--- config.mk ---
export PLATFORM = sky130hd
export DESIGN_NAME = rest_top
export DESIGN_NICKNAME = d
export VERILOG_FILES = /design/src/common/rest_pkg.sv /design/src/common/rest_evreg_if.sv /design/src/core/rest_evreg.sv /design/src/core/rest_msg.sv /design/src/core/rest_top.sv
export VERILOG_INCLUDE_DIRS = /design/src /design/src/common
export SDC_FILE = /design/constraint.sdc
export NUM_CORES = 1
export LEC_CHECK = 0
export ABC_AREA = 1
export BUFFER_PORTS_ARGS = -buffer_cell sky130_fd_sc_hd__buf_4
export CAP_MARGIN = 20
export CORE_ASPECT_RATIO = 1.75
export CORE_MARGIN = 5
export CORE_UTILIZATION = 46
export CTS_CLUSTER_SIZE = 14
export DETAILED_ROUTE_END_ITERATION = 10
export GPL_TIMING_DRIVEN = 0
export PLACE_DENSITY = 0.72
export SLEW_MARGIN = 0
export SYNTH_ARGS = -nofsm -noshare
export SYNTH_HDL_FRONTEND = slang
export SYNTH_SLANG_ARGS = --single-unit
--- constraint.sdc ---
create_clock -name i_clk -period 7.9 [get_ports i_clk]
set_clock_uncertainty 0.1 [all_clocks]
set_input_delay 1.58 -clock i_clk [delete_from_list [all_inputs] [get_ports i_clk]]
set_output_delay 1.58 -clock i_clk [all_outputs]
set_load 0.02 [all_outputs]
--- src/common/rest_cfg.svh ---
// Notes on behaviour
// - Harmonic summary zero without harmonic unit fitted
// - Harmonic summary bits 1-6, three at most
// - Harmonic bits summarise channel registers 9-14
// - Harmonic summary bits 7 and 0 read zero
// - Channel register: crest, power, current, voltage bits
// - Channel summaries feed input and harmonic summaries
// - Frequency register: C bit3, B bit2, A bit1
// - Masked frequency summary drives input summary bit0
// - Each event register has settable readable mask
// - Go-to-local leaves remote, enters local state, or local lockout state if locked out
// - Local lockout disables every key, local too
// - Device clears empty input buffer and output queue
// - Trigger while held gives one single shot
// - Summary is OR of masked event bits
// - Events cleared by clear, own read, power-on
// - Clear status keeps masks, queue, message bit
`ifndef REST_CFG_SVH
`define REST_CFG_SVH

// ----------------------------------------------------------------
// Field layouts
// ----------------------------------------------------------------
`define REST_NCH 6
`define REST_CH_USED 8'h37
`define REST_FREQ_USED 8'h0e
`define REST_IN_SUM_USED 8'h7f
`define REST_HARM_SUM_USED 8'h7e
`define REST_FREQ_OVER_BIT 0
`define REST_HARM_MAX 3

// ----------------------------------------------------------------
// Reset values
// ----------------------------------------------------------------
`define REST_EV_RESET 8'h00
`define REST_MASK_RESET 8'h00

// ----------------------------------------------------------------
// Register select codes
// ----------------------------------------------------------------
`define REST_SEL_IN_SUM 5'h00
`define REST_SEL_HARM_SUM 5'h01
`define REST_SEL_FREQ 5'h02
`define REST_SEL_CH_BASE 5'h03

`endif

--- src/common/rest_pkg.sv ---
package rest_pkg;
  typedef logic [7:0] rest_byte_t;
  typedef logic [5:0][7:0] rest_bank_t;

  typedef enum logic [1:0] {
    REST_OP_READ_EVENT = 2'h0,
    REST_OP_WRITE_MASK = 2'h1,
    REST_OP_READ_MASK = 2'h2,
    REST_OP_CLEAR_STATUS = 2'h3
  } rest_op_e;

  typedef enum logic [3:0] {
    REST_ST_LOCAL = 4'b0001,
    REST_ST_REMOTE = 4'b0010,
    REST_ST_LOCK_REM = 4'b0100,
    REST_ST_LOCK_LOC = 4'b1000
  } rest_rstate_e;

  typedef struct packed {
    rest_byte_t ev;
    rest_byte_t mask;
  } rest_evreg_s;

  typedef struct packed {
    rest_rstate_e mode;
    logic flush;
    logic shot;
  } rest_msg_s;

  typedef struct packed {
    logic rsp_valid;
    rest_byte_t rsp_data;
  } rest_top_s;
endpackage

--- src/common/rest_evreg_if.sv ---
interface rest_evreg_if;
  import rest_pkg::*;
  rest_byte_t set;
  rest_byte_t clr;
  logic wr_mask;
  rest_byte_t wdata;
  rest_byte_t ev;
  rest_byte_t mask;
  logic sum;
  modport owner (input set, input clr, input wr_mask, input wdata,
                 output ev, output mask, output sum);
  modport user (output set, output clr, output wr_mask, output wdata,
                input ev, input mask, input sum);
endinterface

--- src/core/rest_evreg.sv ---
`include "rest_cfg.svh"
module rest_evreg #(
  parameter rest_pkg::rest_byte_t USED = `REST_CH_USED
) (
  input wire logic i_clk,
  input wire logic i_rst,
  rest_evreg_if.owner port
);
  import rest_pkg::*;

  rest_evreg_s st;
  rest_evreg_s next_st;
  rest_byte_t set_used;

  assign set_used = port.set & USED;

  // ----------------------------------------------------------------
  // Sticky event bits and mask
  // ----------------------------------------------------------------
  always_comb begin
    next_st = st;
    next_st.ev = ((st.ev & ~port.clr) | set_used) & USED;
    if (port.wr_mask) begin
      next_st.mask = port.wdata & USED;
    end
  end

  always_ff @(posedge i_clk) begin
    if (i_rst) begin
      st <= '{ev: `REST_EV_RESET, mask: `REST_MASK_RESET};
    end else begin
      st <= next_st;
    end
  end

  assign port.ev = st.ev;
  assign port.mask = st.mask;
  assign port.sum = |(st.ev & st.mask);
endmodule

--- src/core/rest_msg.sv ---
`include "rest_cfg.svh"
module rest_msg (
  input wire logic i_clk,
  input wire logic i_rst,
  input wire logic i_ren,
  input wire logic i_addressed,
  input wire logic i_local_key,
  input wire logic i_msg_gtl,
  input wire logic i_msg_llo,
  input wire logic i_msg_dcl,
  input wire logic i_msg_sdc,
  input wire logic i_msg_get,
  input wire logic i_hold,
  output logic o_remote,
  output logic o_panel_keys_en,
  output logic o_local_key_en,
  output logic o_flush,
  output logic o_single_shot
);
  import rest_pkg::*;

  rest_msg_s st;
  rest_msg_s next_st;

  // ----------------------------------------------------------------
  // Remote / local state
  // ----------------------------------------------------------------
  always_comb begin
    next_st = st;
    next_st.flush = i_msg_dcl | i_msg_sdc;
    next_st.shot = i_msg_get & i_hold;
    case (st.mode)
      REST_ST_LOCAL: begin
        if (i_msg_llo) begin
          next_st.mode = REST_ST_LOCK_LOC;
        end else if (i_ren && i_addressed && !i_msg_gtl) begin
          next_st.mode = REST_ST_REMOTE;
        end
      end
      REST_ST_REMOTE: begin
        if (i_msg_llo) begin
          next_st.mode = i_msg_gtl ? REST_ST_LOCK_LOC : REST_ST_LOCK_REM;
        end else if (i_msg_gtl || i_local_key) begin
          next_st.mode = REST_ST_LOCAL;
        end
      end
      REST_ST_LOCK_REM: begin
        if (i_msg_gtl) begin
          next_st.mode = REST_ST_LOCK_LOC;
        end
      end
      REST_ST_LOCK_LOC: begin
        if (i_ren && i_addressed && !i_msg_gtl) begin
          next_st.mode = REST_ST_LOCK_REM;
        end
      end
      default: begin
        next_st.mode = REST_ST_LOCAL;
      end
    endcase
    // Lockout only ends when remote enable drops
    if (!i_ren) begin
      next_st.mode = REST_ST_LOCAL;
    end
  end

  always_ff @(posedge i_clk) begin
    if (i_rst) begin
      st <= '{mode: REST_ST_LOCAL, flush: 1'b0, shot: 1'b0};
    end else begin
      st <= next_st;
    end
  end

  assign o_remote = (st.mode == REST_ST_REMOTE) || (st.mode == REST_ST_LOCK_REM);
  assign o_panel_keys_en = (st.mode == REST_ST_LOCAL);
  assign o_local_key_en = (st.mode == REST_ST_REMOTE);
  assign o_flush = st.flush;
  assign o_single_shot = st.shot;
endmodule

--- src/core/rest_top.sv ---
`include "rest_cfg.svh"
module rest_top (
  input wire logic i_clk,
  input wire logic i_rst,
  input wire logic i_cmd_valid,
  input wire rest_pkg::rest_op_e i_cmd_op,
  input wire logic [4:0] i_cmd_sel,
  input wire rest_pkg::rest_byte_t i_cmd_data,
  output logic o_rsp_valid,
  output rest_pkg::rest_byte_t o_rsp_data,
  input wire rest_pkg::rest_bank_t i_chan_fault,
  input wire rest_pkg::rest_bank_t i_harm_fault,
  input wire rest_pkg::rest_byte_t i_freq_fault,
  input wire logic i_harm_fitted,
  input wire logic [5:0] i_harm_sel,
  output logic o_stb_in_sum,
  output logic o_stb_harm_sum,
  input wire logic i_ren,
  input wire logic i_addressed,
  input wire logic i_local_key,
  input wire logic i_msg_gtl,
  input wire logic i_msg_llo,
  input wire logic i_msg_dcl,
  input wire logic i_msg_sdc,
  input wire logic i_msg_get,
  input wire logic i_hold,
  output logic o_remote,
  output logic o_panel_keys_en,
  output logic o_local_key_en,
  output logic o_flush_in,
  output logic o_flush_out,
  output logic o_single_shot
);
  import rest_pkg::*;

  // ----------------------------------------------------------------
  // Helpers
  // ----------------------------------------------------------------
  function automatic logic sel_hit(input logic [4:0] sel, input logic [4:0] code);
    sel_hit = (sel == code);
  endfunction

  // Keeps the lowest selected boards so no more than three can report
  function automatic logic [5:0] keep_first(input logic [5:0] sel);
    logic [5:0] res;
    int n;
    res = 6'h00;
    n = 0;
    for (int k = 0; k < `REST_NCH; k++) begin
      if (sel[k] && n < `REST_HARM_MAX) begin
        res[k] = 1'b1;
        n = n + 1;
      end
    end
    keep_first = res;
  endfunction

  logic cmd_read;
  logic cmd_wmask;
  logic cmd_rmask;
  logic cmd_cls;
  logic [5:0] harm_keep;
  logic [5:0] ch_sum;
  logic [5:0] harm_sum;
  rest_top_s st;
  rest_top_s next_st;

  assign cmd_read = i_cmd_valid && (i_cmd_op == REST_OP_READ_EVENT);
  assign cmd_wmask = i_cmd_valid && (i_cmd_op == REST_OP_WRITE_MASK);
  assign cmd_rmask = i_cmd_valid && (i_cmd_op == REST_OP_READ_MASK);
  assign cmd_cls = i_cmd_valid && (i_cmd_op == REST_OP_CLEAR_STATUS);
  assign harm_keep = i_harm_fitted ? keep_first(i_harm_sel) : 6'h00;

  // ----------------------------------------------------------------
  // Channel registers: input units then harmonic boards
  // ----------------------------------------------------------------
  rest_evreg_if chan_if [0:11] ();
  rest_evreg_if freq_if ();
  rest_evreg_if in_sum_if ();
  rest_evreg_if harm_sum_if ();

  for (genvar g = 0; g < 2 * `REST_NCH; g++) begin : g_chan
    localparam logic [4:0] SEL = 5'(`REST_SEL_CH_BASE + g);
    rest_evreg #(
      .USED(`REST_CH_USED)
    ) u_chan (
      .i_clk(i_clk),
      .i_rst(i_rst),
      .port(chan_if[g])
    );
    if (g < `REST_NCH) begin : g_in
      assign chan_if[g].set = i_chan_fault[g];
      assign ch_sum[g] = chan_if[g].sum;
    end else begin : g_harm
      // No harmonic faults without the unit
      assign chan_if[g].set = i_harm_fitted ? i_harm_fault[g - `REST_NCH] : 8'h00;
      assign harm_sum[g - `REST_NCH] = chan_if[g].sum;
    end
    // Clear by status clear or own read
    assign chan_if[g].clr = {8{cmd_cls || (cmd_read && sel_hit(i_cmd_sel, SEL))}};
    assign chan_if[g].wr_mask = cmd_wmask && sel_hit(i_cmd_sel, SEL);
    assign chan_if[g].wdata = i_cmd_data;
  end

  // ----------------------------------------------------------------
  // Frequency and summary registers
  // ----------------------------------------------------------------
  rest_evreg #(
    .USED(`REST_FREQ_USED)
  ) u_freq (
    .i_clk(i_clk),
    .i_rst(i_rst),
    .port(freq_if)
  );
  assign freq_if.set = i_freq_fault;
  assign freq_if.clr = {8{cmd_cls || (cmd_read && sel_hit(i_cmd_sel, `REST_SEL_FREQ))}};
  assign freq_if.wr_mask = cmd_wmask && sel_hit(i_cmd_sel, `REST_SEL_FREQ);
  assign freq_if.wdata = i_cmd_data;

  rest_evreg #(
    .USED(`REST_IN_SUM_USED)
  ) u_in_sum (
    .i_clk(i_clk),
    .i_rst(i_rst),
    .port(in_sum_if)
  );
  assign in_sum_if.set = {1'b0, ch_sum, freq_if.sum};
  assign in_sum_if.clr = {8{cmd_cls || (cmd_read && sel_hit(i_cmd_sel, `REST_SEL_IN_SUM))}};
  assign in_sum_if.wr_mask = cmd_wmask && sel_hit(i_cmd_sel, `REST_SEL_IN_SUM);
  assign in_sum_if.wdata = i_cmd_data;

  rest_evreg #(
    .USED(`REST_HARM_SUM_USED)
  ) u_harm_sum (
    .i_clk(i_clk),
    .i_rst(i_rst),
    .port(harm_sum_if)
  );
  // Bits 7 and 0 never set
  assign harm_sum_if.set = {1'b0, harm_sum & harm_keep, 1'b0};
  // Stale bits of a dropped board would break the three-bit limit
  // Unselected or absent boards forced clear
  assign harm_sum_if.clr = {1'b1, ~harm_keep, 1'b1}
    | {8{cmd_cls || (cmd_read && sel_hit(i_cmd_sel, `REST_SEL_HARM_SUM))}};
  assign harm_sum_if.wr_mask = cmd_wmask && sel_hit(i_cmd_sel, `REST_SEL_HARM_SUM);
  assign harm_sum_if.wdata = i_cmd_data;

  // ----------------------------------------------------------------
  // Status byte
  // ----------------------------------------------------------------
  // Status byte summary bits
  assign o_stb_in_sum = in_sum_if.sum;
  assign o_stb_harm_sum = harm_sum_if.sum;

  // ----------------------------------------------------------------
  // Query answers
  // ----------------------------------------------------------------
  rest_byte_t rd_ev;
  rest_byte_t rd_mask;
  rest_byte_t ch_ev_mux [0:11];
  rest_byte_t ch_mask_mux [0:11];

  for (genvar r = 0; r < 2 * `REST_NCH; r++) begin : g_rd
    assign ch_ev_mux[r] = chan_if[r].ev;
    assign ch_mask_mux[r] = chan_if[r].mask;
  end

  always_comb begin
    rd_ev = 8'h00;
    rd_mask = 8'h00;
    if (sel_hit(i_cmd_sel, `REST_SEL_IN_SUM)) begin
      rd_ev = in_sum_if.ev;
      rd_mask = in_sum_if.mask;
    end else if (sel_hit(i_cmd_sel, `REST_SEL_HARM_SUM)) begin
      rd_ev = harm_sum_if.ev;
      rd_mask = harm_sum_if.mask;
    end else if (sel_hit(i_cmd_sel, `REST_SEL_FREQ)) begin
      rd_ev = freq_if.ev;
      rd_mask = freq_if.mask;
    end else begin
      for (int k = 0; k < 2 * `REST_NCH; k++) begin
        if (sel_hit(i_cmd_sel, 5'(`REST_SEL_CH_BASE + k))) begin
          rd_ev = ch_ev_mux[k];
          rd_mask = ch_mask_mux[k];
        end
      end
    end
  end

  always_comb begin
    next_st = st;
    next_st.rsp_valid = cmd_read || cmd_rmask;
    if (cmd_read) begin
      next_st.rsp_data = rd_ev;
    end else if (cmd_rmask) begin
      next_st.rsp_data = rd_mask;
    end
  end

  always_ff @(posedge i_clk) begin
    if (i_rst) begin
      st <= '{rsp_valid: 1'b0, rsp_data: `REST_EV_RESET};
    end else begin
      st <= next_st;
    end
  end

  assign o_rsp_valid = st.rsp_valid;
  assign o_rsp_data = st.rsp_data;

  // ----------------------------------------------------------------
  // Interface messages
  // ----------------------------------------------------------------
  logic flush;

  rest_msg u_msg (
    .i_clk(i_clk),
    .i_rst(i_rst),
    .i_ren(i_ren),
    .i_addressed(i_addressed),
    .i_local_key(i_local_key),
    .i_msg_gtl(i_msg_gtl),
    .i_msg_llo(i_msg_llo),
    .i_msg_dcl(i_msg_dcl),
    .i_msg_sdc(i_msg_sdc),
    .i_msg_get(i_msg_get),
    .i_hold(i_hold),
    .o_remote(o_remote),
    .o_panel_keys_en(o_panel_keys_en),
    .o_local_key_en(o_local_key_en),
    .o_flush(flush),
    .o_single_shot(o_single_shot)
  );

  // One pulse serves both, so neither side is flushed alone
  // Input buffer and output queue together
  assign o_flush_in = flush;
  assign o_flush_out = flush;

  // Every channel, not only the first, must reach its summary bit
  for (genvar c = 0; c < `REST_NCH; c++) begin : g_chk

  end
endmodule

==> qor.txt <==
status - finished clean
Detailed Route Iter0 Violations - 587
crit-path max cell delay - 0.24 ns
Routed WL per cell - 17.9 µm
CTS sink count - 166
Final period util - 45.2%
max frequency - 280 MHz
leakage power - 0.00414 µW
Root Buffer - clkbuf_16
nets@finish - 1,461
CTS tree - done
max_cap viols - 0
clock tree buffer depth - 2
syn avg cell area - 6.70 µm²
most common library cells after synthesis - nand2_1 (288), nor2_1 (168), dfxtp_1 (166)
Post-synth EDFFs - 0
met2 wire len - 13,900 µm
post-synth net total - 1,331
DRC viols - 0
Setup Buffers After CTS - 0
worst skew pair latency - 0.45 ns
routed wire length - 27,900 µm
M1 WL - 9940 µm
cell taking the most area after synthesis - dfxtp_1
Slowest-stage cell, CP - ha_1
gr ovfl total - 0
Syn Inst Count - 1,187
crit-path max FO - 3
CP top delay family - adder cells
post-synthesis cell area - 7950 µm²
Final Hold Vio Count - 0
startpoint types - input pin
first-pass GRT wire length - 43,000 µm
RSZ-0062 raised after global routing - false
share of cells above drive strength 1 - 13.4%
top post-synthesis cells by area - dfxtp_1 (42%), nand2_1 (14%), a21oi_1 (9.1%), nor2_1 (7.9%), inv_1 (6.7%)
number of CTS-inserted buffers - 17
H-Tree Level Count - 4
P per Cell Area - 205 nW/µm²
top sig layer - met4
Die X - 109 µm
io pins - 155
Yosys top cell area share - 41.8%
Setup TNS - 0 ns
final setup vio count - 0
Area Overhead vs Synth - 21.9%
worst hold-check path type - reg2reg
met3 WL - 1760 µm
Crit. End Element - register
crit path DAT - 3.79 ns
# resized after CTS - 0
Tot Pwr - 1980 µW
critical path, cell by cell - buf_4 > inv_1 > ha_1 > a21oi_1 > a21oi_1 > ha_1 > inv_1 > ha_1 > nand2_1 > xor2_1 > ha_1 > nand3b_1 > nor3b_1 > nor2_1 > nand2_1 > a31oi_1
share of the yosys chip area belonging to registers - 41.8%
filler cell count in the final layout - 1,711
vias in the first global route - 8,259
largest net degree at the start of global routing - 17
Netlist cell types - 40
Starting Density - 46.9%
total die area - 20,100 µm²
gr usage total - 28.5%
min Tclk post-route - 3.57 ns
yosys warns - 0
RePlAce Congestion - 0.961
required time of the critical path - 8.11 ns
drt pass-1 iters - 5
core footprint - 16,900 µm²
top-count cell post-synth - nand2_1
antenna cell count - 0
Post-synth top flop - dfxtp_1
CP bufs+invs - 3
hold_buf cts - 0
port bufs - 110
vias per cell - 5.40
FFs w/ async S/R, synth - 0%
Hold WS - 0.361 ns
Slew HR - 41.1%
clk slew on worst S/H paths - 0.06 ns
initial antenna violation count - 0
VDD IR max - 132 µV
Slew Limit Fails - 0
antenna-violating nets left - 0
Synth Register Bits - 166
Die Ht - 184 µm
Worst Tran Pin Value - 0.883 ns
total number of vias - 8,403
# rows - 63
type of the worst setup path - in2reg
cell mode on critical path - ha_1
post-detail-place hpwl - 21,400 µm
per-stage QoR:
stage	setup WS (ns)	util, %	cells	area (µm²)
3_3_place_gp	3.80	53.4	1524	9060
4_1_cts	4.23	57.1	1555	9680
5_1_grt	3.99	57.2	1556	9690
3_5_place_dp	3.75	53.4	1524	9060
6_report	4.33	57.2	1556	9690
2_1_floorplan	4.19	-	1187	7950
layout by cell type (no fill, tap or decap), types with 3 or more instances in the layout:
cell,n
inv_1,142
clkinv_4,3
nand2_1,288
ha_1,5
clkbuf_1,28
o211ai_1,9
clkbuf_16,17
nand3_1,22
inv_2,6
nor3b_1,3
clkinvlp_4,4
nand4_1,26
o22ai_1,3
nor3_1,4
o21ai_0,100
o2111ai_1,3
a31oi_1,6
dfxtp_1,166
nor2_1,168
nand3b_1,3
nand3_2,3
a21oi_1,145
nor2_4,7
clkbuf_8,4
nor2_2,5
buf_2,8
buf_4,114
a221oi_1,11
bufinv_16,3
area by class of cell:
| cell class | instances | area (µm²) | area share (%) |
|---|---|---|---|
| inverters | 149 | 559 | 5.77 |
| multi-input cells | 832 | 3890 | 40.2 |
| repair buffers | 111 | 831 | 8.57 |
| flip-flops and latches | 166 | 3320 | 34.3 |
| clock buffers | 21 | 480 | 4.96 |
| clock inverters | 10 | 146 | 1.51 |
| well taps | 227 | 284 | 2.93 |
| plain buffers | 40 | 174 | 1.79 |
path summary, 6_finish.rpt:
check                                    from                     to  slack [ns]  depth (start not counted)
hold / removal              u_freq.port.ev[1]      u_freq.port.ev[1]        0.36                          2
setup reg to reg  g_chan[1].u_chan.port.ev[2]          o_rsp_data[2]        5.78                         12
hold reg to reg             u_freq.port.ev[1]      u_freq.port.ev[1]        0.36                          2
setup / recovery                i_harm_sel[0]  u_harm_sum.port.ev[6]        4.33                         16
worst register-to-register path: cells and delay by family (launching register included):
family | cells | cell delay, ns
AO/OA/AOI/OAI | 1 | 0.17
buffers and inverters | 1 | 0.03
flip-flops | 1 | 0.33
AND/OR/NAND/NOR | 10 | 1.39
report_power, final:
part | internal, µW | switching [µW]
Sequential | 866 | 22.4
Clock | 530 | 359
Combinational | 78.9 | 126
per-layer routing:
metal	vias up	track usage [%]
met2	372	49.1
met4	0	21.4
met5	-	0
li1	4103	-
met3	129	5.48
met1	3799	30.0
sequential cells by signal (all words and copies together) (netlist names), 4 cells and up:
| register | count |
|---|---|
| u_in_sum.port.ev | 7 |
| u_harm_sum.port.ev | 6 |
| u_in_sum.port.mask | 7 |
| o_rsp_data | 7 |
| g_chan.u_chan.port.ev | 60 |
| g_chan.u_chan.port.mask | 60 |
| u_harm_sum.port.mask | 6 |
| u_msg.st | 4 |
cell families after synthesis:
group	count (synthesis)	share of synthesized area (%)
buffers and inverters	189	9.23
other	2	0.0945
AND/OR/NAND/NOR	536	28.2
flip-flops	166	41.8
XOR/XNOR	1	0.110
adder cells (fa/ha/maj)	6	1.04
AO/OA/AOI/OAI	287	19.5
(Power assumes the default switching activity.)
